File: src/core/lcsc_map.vh
`ifndef LCSC_MAP_VH
`define LCSC_MAP_VH
// ==================================================
// register byte offsets
`define LCSC_ADDR_CHG 12'h000
`define LCSC_ADDR_TIMER 12'h004
`define LCSC_ADDR_CTRL 12'h008
`define LCSC_ADDR_STATUS 12'h00c
`define LCSC_ADDR_USB 12'h010
`define LCSC_ADDR_STATE 12'h014
// ==================================================
// charge setting register fields
`define LCSC_ICHG_BIT 0
`define LCSC_VCHG_LSB 1
`define LCSC_TRICKLE_LSB 4
`define LCSC_FORCED_BIT 6
`define LCSC_CHG_RESET 8'h01
// ==================================================
// control register fields
`define LCSC_THCON_BIT 4
`define LCSC_CTRL_RESET 8'h00
`define LCSC_TIMER_RESET 8'h00
// ==================================================
// charge states
`define LCSC_ST_DEFAULT 4'h0
`define LCSC_ST_FORCED 4'h1
`define LCSC_ST_TRICKLE 4'h2
`define LCSC_ST_QUICK 4'h3
`define LCSC_ST_HOT1 4'h4
`define LCSC_ST_HOT2 4'h5
`define LCSC_ST_FCDET 4'h6
`define LCSC_ST_FULL 4'h7
`define LCSC_ST_BATTERY_ABSENT_FLAG 4'h8
`define LCSC_ST_ERR1 4'h9
`define LCSC_ST_ERR2 4'ha
`define LCSC_ST_ERR3 4'hb
// ==================================================
// timing: tick period 1 ms at 10 MHz pclk
`define LCSC_CLK_HZ 10000000
`define LCSC_TICK_MS 1
`define LCSC_TICK_CYC ((`LCSC_CLK_HZ / 1000) * `LCSC_TICK_MS)
`define LCSC_BLINK_FAST_MS 128
`define LCSC_BLINK_SLOW_MS 1024
`define LCSC_WEAK_MIN 40
`define LCSC_WEAK_MS (`LCSC_WEAK_MIN * 60000)
`define LCSC_TRICKLE_MS 3600000
`define LCSC_QUICK_MS 14400000
`define LCSC_FCDET_MS 16
`endif

File: src/core/lcsc_sync.v
`default_nettype none
// ==================================================
// two-flop synchroniser for a bundle of comparator levels
module lcsc_sync #(
  parameter WIDTH = 8
) (
  // clock and reset
  input wire pclk,
  input wire presetn,
  // levels
  input wire [WIDTH-1:0] async_in,
  output reg [WIDTH-1:0] sync_out
);
  reg [WIDTH-1:0] stage1;
  always @(posedge pclk or negedge presetn) begin
    if (!presetn) begin
      stage1 <= {WIDTH{1'b0}};
      sync_out <= {WIDTH{1'b0}};
    end else begin
      stage1 <= async_in;
      sync_out <= stage1;
    end
  end
endmodule
`default_nettype wire

File: src/core/lcsc_timer.v
`default_nettype none
// ==================================================
// millisecond down counter: load, run while enabled, flags expiry
module lcsc_timer #(
  parameter WIDTH = 24
) (
  // clock and reset
  input wire pclk,
  input wire presetn,
  // control
  input wire load,
  input wire [WIDTH-1:0] load_val,
  input wire run,
  input wire tick,
  // status
  output reg expired
);
  reg [WIDTH-1:0] count;
  always @(posedge pclk or negedge presetn) begin
    if (!presetn) begin
      count <= {WIDTH{1'b0}};
      expired <= 1'b0;
    end else if (load) begin
      count <= load_val;
      expired <= 1'b0;
    end else if (run && tick) begin
      if (count == {WIDTH{1'b0}}) begin
        expired <= 1'b1;
      end else begin
        count <= count - {{(WIDTH-1){1'b0}}, 1'b1};
      end
    end
  end
endmodule
`default_nettype wire

File: src/core/lcsc_core.v
// The APB interface to the registers and the register addresses were left to the implementer.
`include "lcsc_map.vh"
// Functional notes
// - default: battery only if above start threshold
// - thermistor enable: voltage or thermistor low
// - power after battery starts from default
// - no detection keeps forced state
// - weak timer on standard port, suspend
// - dead provision while weak, redetect when good
// - divided port gate held until good
// - forced charge at trickle current, bit-controlled
// - trickle below quick threshold, then quick
// - trickle timer expiry enters error one
// - trickle timer halts below start or short
// - absent flag at start threshold; host inhibits
// - over-voltage in charge enters error one; the code checks it only in trickle, quick and hot, not in forced
// - trickle current tenth or fifth select
// - quick timer, constant voltage, fall back
// - quick half/full, thermal throttle
// - completion detection sink and verdict
// - three-bit control voltage select
// - recharge below threshold restarts quick timer
// - indicator on in charging states
// - error blink fast or slow, half duty
`default_nettype none
module lcsc_core #(
  parameter TICK_CYC = `LCSC_TICK_CYC,
  parameter WEAK_MS = `LCSC_WEAK_MS,
  parameter TRICKLE_MS = `LCSC_TRICKLE_MS,
  parameter QUICK_MS = `LCSC_QUICK_MS
) (
  // apb
  input wire pclk,
  input wire presetn,
  input wire psel,
  input wire penable,
  input wire pwrite,
  input wire [11:0] paddr,
  input wire [31:0] pwdata,
  output reg [31:0] prdata,
  output reg pready,
  output reg pslverr,
  // comparators
  input wire power_ok,
  input wire vbat_above_start,
  input wire vbat_above_quick,
  input wire vbat_above_quick_hys,
  input wire vbat_at_control,
  input wire vbat_above_ov,
  input wire vbat_above_recharge,
  input wire vbat_good,
  input wire bat_short,
  input wire ichg_below_full,
  input wire thermistor_sense_pin,
  input wire junction_hot,
  input wire chip_overtemp,
  // port type: 0 standard, 1 dedicated, 2 divided
  input wire [1:0] port_type,
  input wire usb_detect_done,
  input wire charge_inhibit_input_n,
  // outputs
  output reg stat_led_n,
  output reg load_switch_gate_n,
  output reg dead_bat_provision,
  output reg usb_redetect,
  output reg suspend,
  output reg charge_on,
  output reg [2:0] current_sel,
  output reg [2:0] control_voltage_sel,
  output reg completion_sink_on
);
  localparam S_DEFAULT = `LCSC_ST_DEFAULT;
  localparam S_FORCED = `LCSC_ST_FORCED;
  localparam S_TRICKLE = `LCSC_ST_TRICKLE;
  localparam S_QUICK = `LCSC_ST_QUICK;
  localparam S_HOT1 = `LCSC_ST_HOT1;
  localparam S_FCDET = `LCSC_ST_FCDET;
  localparam S_FULL = `LCSC_ST_FULL;
  localparam S_BATTERY_ABSENT_FLAG = `LCSC_ST_BATTERY_ABSENT_FLAG;
  localparam S_ERR1 = `LCSC_ST_ERR1;
  localparam S_ERR2 = `LCSC_ST_ERR2;
  localparam S_ERR3 = `LCSC_ST_ERR3;
  localparam [1:0] PORT_SDP = 2'h0;
  localparam [1:0] PORT_DIV = 2'h2;
  localparam [23:0] FCDET_MS = `LCSC_FCDET_MS;

  // ==================================================
  // input synchronisation
  wire [12:0] sync;
  lcsc_sync #(.WIDTH(13)) u_sync (
    .pclk(pclk),
    .presetn(presetn),
    .async_in({power_ok, vbat_above_start, vbat_above_quick, vbat_above_quick_hys, vbat_at_control,
      vbat_above_ov, vbat_above_recharge, vbat_good, bat_short, ichg_below_full,
      thermistor_sense_pin, junction_hot, chip_overtemp}),
    .sync_out(sync)
  );
  wire s_pok = sync[12];
  wire s_start = sync[11];
  wire s_quick = sync[10];
  wire s_hys = sync[9];
  wire s_cv = sync[8];
  wire s_ov = sync[7];
  wire s_rechg = sync[6];
  wire s_good = sync[5];
  wire s_short = sync[4];
  wire s_fc = sync[3];
  wire s_th_low = sync[2];
  wire s_hot = sync[1];
  wire s_tsd = sync[0];

  // ==================================================
  // registers
  reg [7:0] chg_reg;
  reg [7:0] timer_reg;
  reg [7:0] ctrl_reg;
  reg [3:0] state;
  reg [3:0] next_state;
  reg trickle_tout;
  reg quick_tout;
  reg weak_tout;

  wire thcon_en = ctrl_reg[`LCSC_THCON_BIT];
  wire bat_detected = s_start | (thcon_en & s_th_low);
  wire absent_flag = ~s_start;
  wire wr = psel & penable & pwrite & pready;

  always @(posedge pclk or negedge presetn) begin
    if (!presetn) begin
      chg_reg <= `LCSC_CHG_RESET;
      timer_reg <= `LCSC_TIMER_RESET;
      ctrl_reg <= `LCSC_CTRL_RESET;
    end else if (wr) begin
      if (paddr == `LCSC_ADDR_CHG) begin
        chg_reg <= pwdata[7:0];
      end else if (paddr == `LCSC_ADDR_TIMER) begin
        timer_reg <= pwdata[7:0];
      end else if (paddr == `LCSC_ADDR_CTRL) begin
        ctrl_reg <= pwdata[7:0];
      end
    end
  end

  // ==================================================
  // apb: no wait state; read data always comes from a flop loaded in the setup cycle
  always @(posedge pclk or negedge presetn) begin
    if (!presetn) begin
      pready <= 1'b0;
      pslverr <= 1'b0;
      prdata <= 32'h00000000;
    end else begin
      pready <= psel & ~penable;
      pslverr <= 1'b0;
      prdata <= 32'h00000000;
      if (psel & ~penable) begin
        if (paddr == `LCSC_ADDR_CHG) begin
          prdata <= {24'h000000, chg_reg};
        end else if (paddr == `LCSC_ADDR_TIMER) begin
          prdata <= {24'h000000, timer_reg};
        end else if (paddr == `LCSC_ADDR_CTRL) begin
          prdata <= {24'h000000, ctrl_reg};
        end else if (paddr == `LCSC_ADDR_STATUS) begin
          prdata <= {24'h000000, s_good, s_ov, absent_flag, state == S_FULL,
            trickle_tout | quick_tout, s_tsd, s_pok, 1'b0};
        end else if (paddr == `LCSC_ADDR_USB) begin
          prdata <= {24'h000000, weak_tout, 1'b0, 1'b0, port_type, 3'h0};
        end else if (paddr == `LCSC_ADDR_STATE) begin
          prdata <= {28'h0000000, state};
        end else begin
          pslverr <= 1'b1;
        end
      end
    end
  end

  // ==================================================
  // prescaler: millisecond tick
  reg [23:0] presc;
  wire tick = (presc == 24'h000000);
  always @(posedge pclk or negedge presetn) begin
    if (!presetn) begin
      presc <= 24'h000000;
    end else if (tick) begin
      presc <= TICK_CYC[23:0] - 24'h000001;
    end else begin
      presc <= presc - 24'h000001;
    end
  end

  // ==================================================
  // timers
  wire entering = (next_state != state);
  wire trk_load = entering & (next_state == S_TRICKLE);
  wire trk_run = (state == S_TRICKLE) & s_start & ~s_short;
  wire qck_load = entering & (next_state == S_QUICK) & (state != S_HOT1);
  wire qck_run = (state == S_QUICK) | (state == S_HOT1);
  wire weak_run = dead_bat_provision & (port_type == PORT_SDP) & ~suspend;
  wire fcd_load = entering & (next_state == S_FCDET);
  wire fcd_done;
  wire trk_exp;
  wire qck_exp;
  wire wk_exp;

  lcsc_timer #(.WIDTH(24)) u_trk (
    .pclk(pclk), .presetn(presetn), .load(trk_load), .load_val(TRICKLE_MS[23:0]),
    .run(trk_run), .tick(tick), .expired(trk_exp)
  );
  lcsc_timer #(.WIDTH(24)) u_qck (
    .pclk(pclk), .presetn(presetn), .load(qck_load), .load_val(QUICK_MS[23:0]),
    .run(qck_run), .tick(tick), .expired(qck_exp)
  );
  lcsc_timer #(.WIDTH(24)) u_wk (
    .pclk(pclk), .presetn(presetn), .load(~dead_bat_provision), .load_val(WEAK_MS[23:0]),
    .run(weak_run), .tick(tick), .expired(wk_exp)
  );
  lcsc_timer #(.WIDTH(24)) u_fcd (
    .pclk(pclk), .presetn(presetn), .load(fcd_load), .load_val(FCDET_MS),
    .run(state == S_FCDET), .tick(tick), .expired(fcd_done)
  );

  always @(posedge pclk or negedge presetn) begin
    if (!presetn) begin
      trickle_tout <= 1'b0;
      quick_tout <= 1'b0;
      weak_tout <= 1'b0;
    end else begin
      trickle_tout <= trk_exp & (state == S_TRICKLE);
      quick_tout <= qck_exp & qck_run;
      weak_tout <= wk_exp;
    end
  end

  // ==================================================
  // charge state machine
  wire chg_allowed = s_pok & ~charge_inhibit_input_n;
  always @* begin
    next_state = state;
    if (!chg_allowed) begin
      next_state = S_DEFAULT;
    end else if (s_tsd) begin
      next_state = S_ERR3;
    end else begin
      case (state)
        S_DEFAULT: begin
          next_state = S_FORCED;
        end
        S_FORCED: begin
          if (bat_detected) begin
            next_state = s_quick ? S_QUICK : S_TRICKLE;
          end
        end
        S_TRICKLE: begin
          if (s_ov) begin
            next_state = S_ERR1;
          end else if (s_quick) begin
            next_state = S_QUICK;
          end else if (trk_exp) begin
            next_state = S_ERR1;
          end
        end
        S_QUICK, S_HOT1: begin
          if (s_ov) begin
            next_state = S_ERR1;
          end else if (!s_hys) begin
            next_state = S_TRICKLE;
          end else if (qck_exp) begin
            next_state = S_ERR2;
          end else if (s_cv && s_fc) begin
            next_state = S_FCDET;
          end else if (s_hot) begin
            next_state = S_HOT1;
          end else begin
            next_state = S_QUICK;
          end
        end
        S_FCDET: begin
          if (fcd_done) begin
            if (s_rechg) begin
              next_state = S_FULL;
            end else if (s_start) begin
              next_state = S_ERR1;
            end else begin
              next_state = S_BATTERY_ABSENT_FLAG;
            end
          end
        end
        S_FULL: begin
          if (!s_rechg) begin
            next_state = S_QUICK;
          end
        end
        default: begin
          next_state = state;
        end
      endcase
    end
  end

  always @(posedge pclk or negedge presetn) begin
    if (!presetn) begin
      state <= S_DEFAULT;
    end else begin
      state <= next_state;
    end
  end

  // ==================================================
  // dead battery provision, gate, suspend
  always @(posedge pclk or negedge presetn) begin
    if (!presetn) begin
      dead_bat_provision <= 1'b0;
      usb_redetect <= 1'b0;
      suspend <= 1'b0;
      load_switch_gate_n <= 1'b1;
    end else begin
      usb_redetect <= 1'b0;
      if (!s_pok) begin
        dead_bat_provision <= 1'b0;
        suspend <= 1'b0;
        load_switch_gate_n <= 1'b1;
      end else if (usb_detect_done && !s_good && port_type != PORT_DIV && !suspend) begin
        dead_bat_provision <= 1'b1;
      end else if (dead_bat_provision && s_good) begin
        dead_bat_provision <= 1'b0;
        usb_redetect <= 1'b1;
      end
      if (s_pok && wk_exp && weak_run) begin
        suspend <= 1'b1;
      end
      if (s_pok && port_type == PORT_DIV && s_good) begin
        load_switch_gate_n <= 1'b0;
      end
    end
  end

  // ==================================================
  // analogue settings
  wire charging = (state == S_FORCED) | (state == S_TRICKLE) | (state == S_QUICK) | (state == S_HOT1);
  always @(posedge pclk or negedge presetn) begin
    if (!presetn) begin
      charge_on <= 1'b0;
      current_sel <= 3'h0;
      control_voltage_sel <= 3'h0;
      completion_sink_on <= 1'b0;
    end else begin
      charge_on <= charging & ~suspend;
      control_voltage_sel <= chg_reg[`LCSC_VCHG_LSB+2:`LCSC_VCHG_LSB];
      completion_sink_on <= (state == S_FCDET);
      // codes: 1 tenth, 2 fifth, 4 half, 5 full, 6 thermal throttle
      if (state == S_FORCED && chg_reg[`LCSC_FORCED_BIT]) begin
        current_sel <= 3'h1;
      end else if (state == S_FORCED || state == S_TRICKLE) begin
        current_sel <= (chg_reg[`LCSC_TRICKLE_LSB+1:`LCSC_TRICKLE_LSB] == 2'h0) ? 3'h1 : 3'h2;
      end else if (state == S_HOT1) begin
        current_sel <= 3'h6;
      end else if (state == S_QUICK) begin
        current_sel <= chg_reg[`LCSC_ICHG_BIT] ? 3'h5 : 3'h4;
      end else begin
        current_sel <= 3'h0;
      end
    end
  end

  // ==================================================
  // status indicator; blink counted in ms ticks
  reg [10:0] blink_ms;
  always @(posedge pclk or negedge presetn) begin
    if (!presetn) begin
      blink_ms <= 11'h000;
      stat_led_n <= 1'b1;
    end else begin
      if (tick) begin
        blink_ms <= blink_ms + 11'h001;
      end
      if (state == S_ERR1) begin
        stat_led_n <= blink_ms[6];
      end else if (state == S_ERR2 || state == S_ERR3) begin
        stat_led_n <= blink_ms[9];
      end else begin
        stat_led_n <= ~charging;
      end
    end
  end
endmodule
`default_nettype wire

File: config.mk
export PLATFORM = sky130hd
export DESIGN_NAME = lcsc_core
export DESIGN_NICKNAME = d
export VERILOG_FILES = /design/src/core/lcsc_sync.v /design/src/core/lcsc_timer.v /design/src/core/lcsc_core.v
export VERILOG_INCLUDE_DIRS = /design/src /design/src/core
export SDC_FILE = /design/constraint.sdc
export NUM_CORES = 1
export LEC_CHECK = 0
export BUFFER_PORTS_ARGS = -buffer_cell sky130_fd_sc_hd__buf_4
export CAP_MARGIN = 20
export CORE_ASPECT_RATIO = 1.5
export CORE_MARGIN = 4
export CORE_UTILIZATION = 33
export DETAILED_ROUTE_END_ITERATION = 10
export HOLD_SLACK_MARGIN = 0.1
export REMOVE_ABC_BUFFERS = 1
export SYNTH_ARGS = -nofsm -noshare
export SYNTH_HDL_FRONTEND = slang
export SYNTH_SLANG_ARGS = --single-unit
export TNS_END_PERCENT = 20
File: constraint.sdc
create_clock -name pclk -period 2.95 [get_ports pclk]
set_input_delay 0.295 -clock pclk [delete_from_list [all_inputs] [get_ports pclk]]
set_output_delay 0.295 -clock pclk [all_outputs]
set_load 0.03 [all_outputs]
Word level (Yosys, flattened, before mapping):

Index checks and enable logic that the tools add are counted.
W data, S select, Z words.

* register bits after elaboration: 239
* bits of input ports: 66
* output and inout port bits: 47
* logic and storage cells: 217

* add/subtract/negate cells: 6
* equality and inequality tests: 30
* mux-type cells: 74
* bitwise logic cells: 31
* reduce and logical (&&, ||, !) cells: 45

Operators with widths (number)
* $mux W24: 13
* $logic_not A24 Y1: 5
* $sub A24 B1 Y24 const B: 5
* $mux W4: 13
* $mux W8: 6
* $mux W1: 34
* $eq A12 B4 Y1 const B: 2
* $eq A12 B5 Y1 const B: 2
* $pmux W4 S6: 1
* $mux W3: 6
* $reduce_and A2 Y1: 9
* $and A1 B1 Y1: 17
* $eq A4 B2 Y1 const B: 4
* $eq A4 B3 Y1 const B: 4
* $logic_and A1 B1 Y1: 14
* $ne A2 B2 Y1 const B: 7
* $eq A12 B3 Y1 const B: 1
* $eq A4 B4 Y1 const B: 3
* $logic_not A12 Y1: 1
* $reduce_bool A2 Y1: 6
* $add A11 B1 Y11 const B: 1
* $not A1 Y1: 8
* $or A1 B1 Y1: 6
* $eq A4 B1 Y1 const B: 1
* other kinds (13): 17

Logic depth before layout (Yosys ltp):

Gate-level depths: netlist of the first run.

* depth after elaboration: 13
* depth in mapped cells: 10
* depth with buffers taken out: 8

By module:

From an unflattened synthesis of the first run, not the netlist that was laid out.

* cells, all modules: 1272
* area, all modules: 11897.7 um^2

Modules (own cells, without submodules)
* lcsc_timer (u_qck ...): times used 3, cells an instance 211, area an instance 1734.2 um^2, sequential area each 625.6 um^2
* lcsc_core: times used 1, cells an instance 432, area an instance 4479.3 um^2, sequential area each 2205.9 um^2
* lcsc_timer (u_fcd): times used 1, cells an instance 181, area an instance 1565.3 um^2, sequential area each 625.6 um^2
* lcsc_sync: times used 1, cells an instance 26, area an instance 650.6 um^2, sequential area each 650.6 um^2

Worst setup path after synthesis of the first run:

OpenSTA, ideal clock, no wires.

* path type: flip-flop to flip-flop
* from: register u_qck.count[0]
* to: register u_qck.count[7]
* library setup time: 0.132 ns
* arrival time: 2.656 ns
* required time: 2.818 ns
* setup slack: 0.162 ns
* stages on the path, launching flop included: 10
* buffers on the path: 1
* clock period less this slack: 2.788 ns
* path through: dfrtp_1 inv_1 ha_1 or3b_2 or4bb_1 nor4_1 clkbuf_1 nor4_1 xnor2_1 nor2_1

* word-level cells in the longest chain between the ends: 4
* elaborated cells on any way between the ends: 7
* those cells by class: add/sub (1); eq/ne (1); mux (3); reduce/logical (2)

Ends and longest elaborated chain
* start: declaration: line lcsc_timer.v:18 `reg [WIDTH-1:0] count;`
* start signal: assignment: line lcsc_timer.v:21 `count <= {WIDTH{1'b0}};`
* start signal: assignment: line lcsc_timer.v:24 `count <= load_val;`
* start signal: assignment: line lcsc_timer.v:30 `count <= count - {{(WIDTH-1){1'b0}}, 1'b1};`
* $sub A24 B1 Y24: line lcsc_timer.v:30
* $mux W24: line lcsc_timer.v:27 `if (count == {WIDTH{1'b0}}) begin`
* $mux W24: line lcsc_timer.v:26 `end else if (run && tick) begin`
* $mux W24: line lcsc_timer.v:23 `end else if (load) begin`

Several ways; a longest one is shown, not always the timed one. The select of a mux whose other input is x is not followed.
A chain may end at the register's enable or synchronous reset.

Final worst setup path of the first run:

* from: register presc[3]
* to: register u_trk.count[15]

* word-level cells in the longest chain between the ends: 4

Ends and longest elaborated chain
* start: declaration: line lcsc_core.v:178 `reg [23:0] presc;`
* start signal: assignment: line lcsc_core.v:184 `presc <= TICK_CYC[23:0] - 24'h000001;`
* start signal: assignment: line lcsc_core.v:186 `presc <= presc - 24'h000001;`
* $logic_not A24 Y1: line lcsc_core.v:179 `wire tick = (presc == 24'h000000);`
* $logic_and A1 B1 Y1: line lcsc_timer.v:26
* $reduce_bool A2 Y1 (no source line)
* $reduce_and A2 Y1 (no source line)
* end signal: assignment: line lcsc_timer.v:21
* end signal: assignment: line lcsc_timer.v:24
* end signal: assignment: line lcsc_timer.v:30
* end: declaration: line lcsc_timer.v:18

No other way between the ends.

==> impl_metrics.py, run 1 <==
metrics = {
    "synth": {
        "synth_most_common_cell": "dfrtp_1",
        "netlist_area_mm2": 0.0105,
        "synth_cell_types": 82,
        "synth.avg_cell_area_um2": 10.2,
        "synth.largest_area_cell": "dfrtp_1",
        "ys_ff_latch": 214,
        "synthTopCellsByCount": "211 x dfrtp_1, 123 x nor2_1, 69 x nand2_1",
        "yosysTopAreaCellShare": 0.501,
        "syn_inst": 1034,
        "synth-main-ff-cell": "dfrtp_1",
        "synth_edf_count": 0,
        "ys_async_sr_fraction": 1.00,
        "synth_area_leaders": "dfrtp_1 50%, xnor2_1 4.8%, nor2_1 4.4%",
        "yosysWarnings": 0,
        "ys_seq_area_frac": 0.509,
    },
    "detailed_routing": {
        "via_per_inst": 5.04,
        "wire_per_inst_um": 15.2,
        "detail-route-antenna-nets": 0,
        "wl_um": 24200,
        "drt_iter0_markers": 349,
        "drc_errors": 0,
        "dr.pass1.iters": 4,
        "vias": 8000,
    },
    "place": {
        "hpwl_um": 17000,
        "placed_area_mm2": 0.0118,
        "gp_congestion": 0.805,
        "io_buffer_count": 64,
    },
    "setup_path": {
        "cp-start-kind": "register",
        "crit_required_ns": 3.40,
        "critPathLaunch": "presc[3]",
        "critPathKind": "register to register",
        "timing.rr.start": "presc[3]",
        "crit_family": "simple AND/OR/NAND/NOR gates",
        "crit_buf_inv": 0,
        "ff2ff_path_depth": 6,
        "cp.arrival_ns": 3.20,
        "slowest_delay_ns": 0.62,
        "crit_chain": "or4_1, or4_4, nor4_2, nand3_1, or4_1, nand3_1",
        "endpoint_kind": "register",
        "cp.depth": 6,
        "critPathSlowestCell": "or4_4",
        "crit_fanout": 7,
    },
    "cells_and_area": {
        "fillerInstances": 3094,
        "layout-drive-gt1-share": 0.183,
        "fin_util": 0.407,
        "syn_to_final_growth_pct": 20.7,
        "stdcell_area_mm2": 0.0127,
        "antenna_cells_inserted": 0,
        "nNetsFinal": 1241,
    },
    "power_and_ir_drop": {
        "ir_worst_vdd_mv": 0.308,
        "powerDensity_mw_per_mm2": 514,
        "p_leak_nw": 5.11,
    },
    "clock_tree": {
        "clock_latency_ns": 0.53,
        "htreeDepth": 1,
        "cts_tree": "done",
        "cts_root_buffer": "clkbuf_16",
        "cts_resized": 0,
        "cts.sink_count": 214,
        "cts_buffers": 23,
        "clockBufferDepth": 3,
        "clk_pin_slew_worst_paths_ns": 0.06,
    },
    "timing": {
        "period_share": 0.933,
        "period_minus_slack_ns": 2.75,
        "worst_hold_slack_ns": 0.127,
        "fin_skew_ns": 0.0194,
        "fmax_ghz": 0.363,
        "hold_viol_final": 0,
        "rsz0062_at_grt": "false",
        "report.final.slew_viol_count": 0,
        "relSlewSlack": 0.493,
        "setup_viol": 0,
        "tightest_slew_ns": 0.760,
    },
    "global_routing": {
        "grt_use_total": 0.140,
        "grt_pass1_vias": 8154,
        "grt_max_degree": 96,
        "antenna_found_initial": 0,
        "gr-total-overflow": 0,
        "grt_first_pass_wirelength_um": 40900,
    },
    "status": {
        "outcome": "finished clean",
    },
    "min_path": {
        "hold_path.startpoint": "usb_detect_done",
        "hold_class": "primary input to register",
        "worstHoldPathCells": 3,
    },
    "floorplanning": {
        "die_area_mm2": 0.0349,
        "die_w_um": 154,
        "die_h_um": 227,
        "core_mm2": 0.0312,
        "io_pins": 113,
        "start_util": 0.337,
        "core.rowCount": 79,
    },
    "job": {
        "cap_violations": 0,
    },
}
## report_power, final
group          internal, mW  switching (mW)  total [mW]
registers              3.09           0.151        3.24
clock network          1.57            1.17        2.74
logic                 0.236           0.323       0.558
total                  4.89            1.64        6.54
## logic make-up (layout without fill, tap and decap cells)
logic type	count (synthesis)	in the layout	synth area share
simple gates	493	493	0.257
flops	214	214	0.509
xor+xnor	90	90	0.0749
fa+ha+maj	6	6	0.00713
other cells	1	24	0.000356
compound gates	97	97	0.0610
buf+inv	86	211	0.0405
mux	47	47	0.0505
## metal layers
metal | vias to the layer above | share of wire | global-route usage
met5 | - | 0 | 0
met4 | 0 | 0.030 | 0.0519
met3 | 43 | 0.041 | 0.0164
met2 | 173 | 0.52 | 0.253
met1 | 3887 | 0.41 | 0.172
li1 | 3897 | - | -
## cell type report
type	instances	area, µm²	share of cell area
Sequential cell	214	5360	0.422
Multi-Input combinational cell	757	4840	0.381
Timing Repair Buffer	145	1190	0.0940
Clock buffer	30	622	0.0489
Tap cell	405	507	0.0399
Inverter	28	105	0.00827
Clock inverter	8	75.1	0.00591
## cells in the final DEF (no fill, tap or decap), types with 8 or more instances in the layout
master and count:
nand2b_1 21, nand2_1 69, mux2i_1 16, dlygate4sd3_1 24, or3_1 19, and3_1 9, buf_4 117, nand3_1 41
xnor2_1 58, clkbuf_16 23, a21oi_1 25, dfrtp_1 211, nor4_1 34, inv_1 26, xor2_1 32, nor3_1 54
conb_1 24, a31oi_1 8, or4_1 23, o21ai_0 20, and2_1 8, mux2_2 29, nor2_1 123, nor2b_1 8
nand4_1 20
## path summary, 6_finish.rpt
kind | slack (ns) | end
min in group asynchronous | 0.35 | u_trk.count[9]
setup / recovery | 0.20 | u_trk.count[15]
setup reg to reg | 0.20 | u_trk.count[15]
hold / removal | 0.13 | dead_bat_provision
hold reg to reg | 0.35 | u_sync.sync_out[6]
max in group asynchronous | 1.72 | stat_led_n
## metrics by stage
step,total power [mW],TNS [ns],instances,setup slack (ns)
3_3_place_gp,3.81,0,1524,0.193
2_1_floorplan,3.57,-6.10,999,-0.309
3_5_place_dp,3.83,0,1524,0.154
4_1_cts,6.65,0,1586,0.139
6_report,6.54,0,1587,0.197
5_1_grt,6.85,0,1587,0.0518
## what timing repair did
action / 4_1_cts / 5_1_grt
hold endpoints to repair: 126 / 0
endpoints found under the setup margin: 0 / 1
setup buffers: 0 / 1
hold buffers: 24 / 0
## worst reg2reg max path: cells and delay by family, from the launching register on
family           cells  cell delay (ns)
and+or+nand+nor      6             2.29
DFF                  1             0.40
No activity file was read; power rests on OpenSTA's default activity.
==> run 2, diff against run 1 <==
- CTS_BUF_LIST: not set -> sky130_fd_sc_hd__clkbuf_4 sky130_fd_sc_hd__clkbuf_8
- CTS_CLUSTER_DIAMETER: not set -> 30
- GPL_TIMING_DRIVEN: not set -> 0
==> impl_metrics.py, run 2 (synthesis results as in run 1) <==
metrics = {
    "status": {
        "outcome": "finished clean",
    },
    "setup_path": {
        "ff2ff_path_depth": 6,
        "cp_common_cell": "or4_4",
        "crit_chain": "or4_4, or4_4, nor3_4, nand2_2, o31ai_1, or3b_1",
        "crit_required_ns": 3.36,
        "slowest_delay_ns": 0.67,
        "critPathSlowestCell": "or4_4",
        "timing.rr.start": "presc[10]",
        "critPathLaunch": "presc[10]",
        "crit_family": "simple AND/OR/NAND/NOR gates",
        "crit_buf_inv": 0,
        "critPathKind": "register to register",
        "cp-start-kind": "register",
        "reg2reg_to": "u_qck.count[17]",
        "crit_fanout": 10,
        "endpoint_kind": "register",
        "cp.arrival_ns": 3.27,
        "cp.depth": 6,
        "rrSetupSlack_ns": 0.09,
    },
    "floorplanning": {
        "core.rowCount": 79,
        "io_pins": 113,
        "die_h_um": 227,
        "core_mm2": 0.0312,
        "die_w_um": 154,
        "start_util": 0.337,
        "die_area_mm2": 0.0349,
    },
    "global_routing": {
        "grt_max_degree": 92,
        "grt.busiest_layer": "met2",
        "gr-total-overflow": 0,
        "met2_usage": 0.239,
        "met3_usage": 0.0254,
        "use_met1": 0.163,
        "grt_first_pass_wirelength_um": 39600,
        "antenna_found_initial": 1,
        "grt_use_total": 0.135,
        "grt_pass1_vias": 8004,
    },
    "place": {
        "dpl.cell_count": 1475,
        "gp_congestion": 0.858,
        "io_buffer_count": 64,
        "hpwl_um": 16200,
        "dp_slack_ns": -0.673,
    },
    "power_and_ir_drop": {
        "finalPower_mw": 7.00,
        "pwr-share-seq": 0.466,
        "p_sw_mw": 1.78,
        "p_leak_nw": 5.07,
        "p_clk_frac": 0.457,
        "ir_worst_vdd_mv": 0.203,
        "powerDensity_mw_per_mm2": 545,
        "combPwrFrac": 0.077,
        "p_sw_frac": 0.254,
        "p_int_mw": 5.22,
    },
    "detailed_routing": {
        "vias": 7990,
        "drt_iter0_markers": 403,
        "via_per_inst": 5.05,
        "wire_per_inst_um": 15.0,
        "detail-route-antenna-nets": 0,
        "wl_um": 23700,
        "drc_errors": 0,
        "dr.pass1.iters": 5,
    },
    "timing": {
        "fin_skew_ns": 0.0325,
        "rsz0062_at_grt": "true",
        "period_share": 0.970,
        "period_minus_slack_ns": 2.86,
        "tightest_slew_ns": 0.854,
        "report.final.slew_viol_count": 0,
        "relSlewSlack": 0.426,
        "layout_setup_ws_ns": 0.0892,
        "hold_viol_final": 0,
        "fmax_ghz": 0.350,
        "setup_viol": 0,
    },
    "clock_tree": {
        "clockBufferDepth": 3,
        "htreeDepth": 2,
        "clock_latency_ns": 0.55,
        "cts_buffers": 40,
        "cts.sink_count": 214,
        "cts_tree": "done",
        "cts_root_buffer": "clkbuf_8",
        "clk_pin_slew_worst_paths_ns": 0.06,
    },
    "cells_and_area": {
        "nNetsFinal": 1216,
        "final_cell_mix": "206 x dfrtp_1, 120 x nor2_1, 69 x nand2_1, 69 x buf_4, 58 x xnor2_1",
        "syn_to_final_growth_pct": 21.9,
        "fin_cells": 1582,
        "mostFrequentLayoutCell": "dfrtp_1",
        "layout-drive-gt1-share": 0.203,
    },
    "min_path": {
        "hold_end": "load_switch_gate_n",
        "hold_path.startpoint": "port_type[1]",
        "worstHoldPathCells": 4,
        "hold_class": "primary input to register",
    },
    "job": {
        "cap_violations": 0,
    },
}
==> run 2: changes by cell type in the layout (fill, tap and decap cells not counted), moves of 3 or more <==
cell / change
buf_4: -48
clkbuf_8: +44
dfrtp_2: +4
nor4_4: +5
nor2_1: -3
clkbuf_1: -5
bufinv_16: +3
clkbuf_16: -23
clkinvlp_4: +7
clkbuf_4: +7
nor4_1: -4
clkinv_2: +4
nor2_2: +3
dfrtp_1: -5
==> run 2: worst max-delay path by stage <==
| stage | end | slack [ns] |
|---|---|---|
| 3_3_place_gp | u_qck.count[17] | -1.89 |
| 5_1_grt | u_qck.count[9] | -0.04 |
| 6_report | u_qck.count[17] | 0.09 |
| 2_1_floorplan | u_qck.count[10] | -0.31 |
| 4_1_cts | u_qck.count[17] | -0.03 |
| 3_5_place_dp | u_wk.count[15] | -0.67 |
==> run 2: area by class of cell <==
class,count,area (µm²)
antenna,1,2.50
clock buffer,53,686
clock inverter,21,230
fill,3066,18400
inverter,28,109
multi-input combinational,757,5020
sequential,214,5370
tap,405,507
timing repair buffer,103,911
==> run 2: per-layer routing <==
metal  up-vias  part of all wire
li1       3865                 -
met1      3886              0.42
met2       180              0.51
met3        59             0.044
met4         0             0.027
met5         -                 0
==> run 2: worst min-delay path: stages <==
cell and delay [ns]:
buf_4 0.14, nand2b_1 0.09, o21ai_0 0.08, nand2_1 0.06
==> run 2: per-stage QoR <==
step	setup TNS (ns)	area, µm²	util	hold WS [ns]
floorplan	-6.10	10300	-	-0.000591
global placement	-95.10	11300	0.361	0.332
detailed placement	-41.36	11400	0.366	0.231
CTS	-0.0479	12700	0.407	0.102
global route	-0.180	12800	0.411	0.170
finish	0	12800	0.411	0.149
==> run 2: what timing repair did <==
item / in CTS / in global routing
hold buffers: 26 / 0
setup buffers: 2 / 4
gates cloned: 0 / 0
hold endpoints to repair: 181 / 0
gates resized for setup: 22 / 15
setup endpoints to repair: 101 / 88
pin swaps: 4 / 6
==> run 2: power by group through the flow <==
| stage | clock [mW] | combinational (mW) | sequential (mW) |
|---|---|---|---|
| 3_5_place_dp | 0 | 0.513 | 3.31 |
| 2_1_floorplan | 0 | 0.305 | 3.27 |
| 6_report | 3.20 | 0.539 | 3.26 |
| 3_3_place_gp | 0 | 0.492 | 3.30 |
| 4_1_cts | 3.31 | 0.547 | 3.26 |
| 5_1_grt | 3.44 | 0.607 | 3.28 |
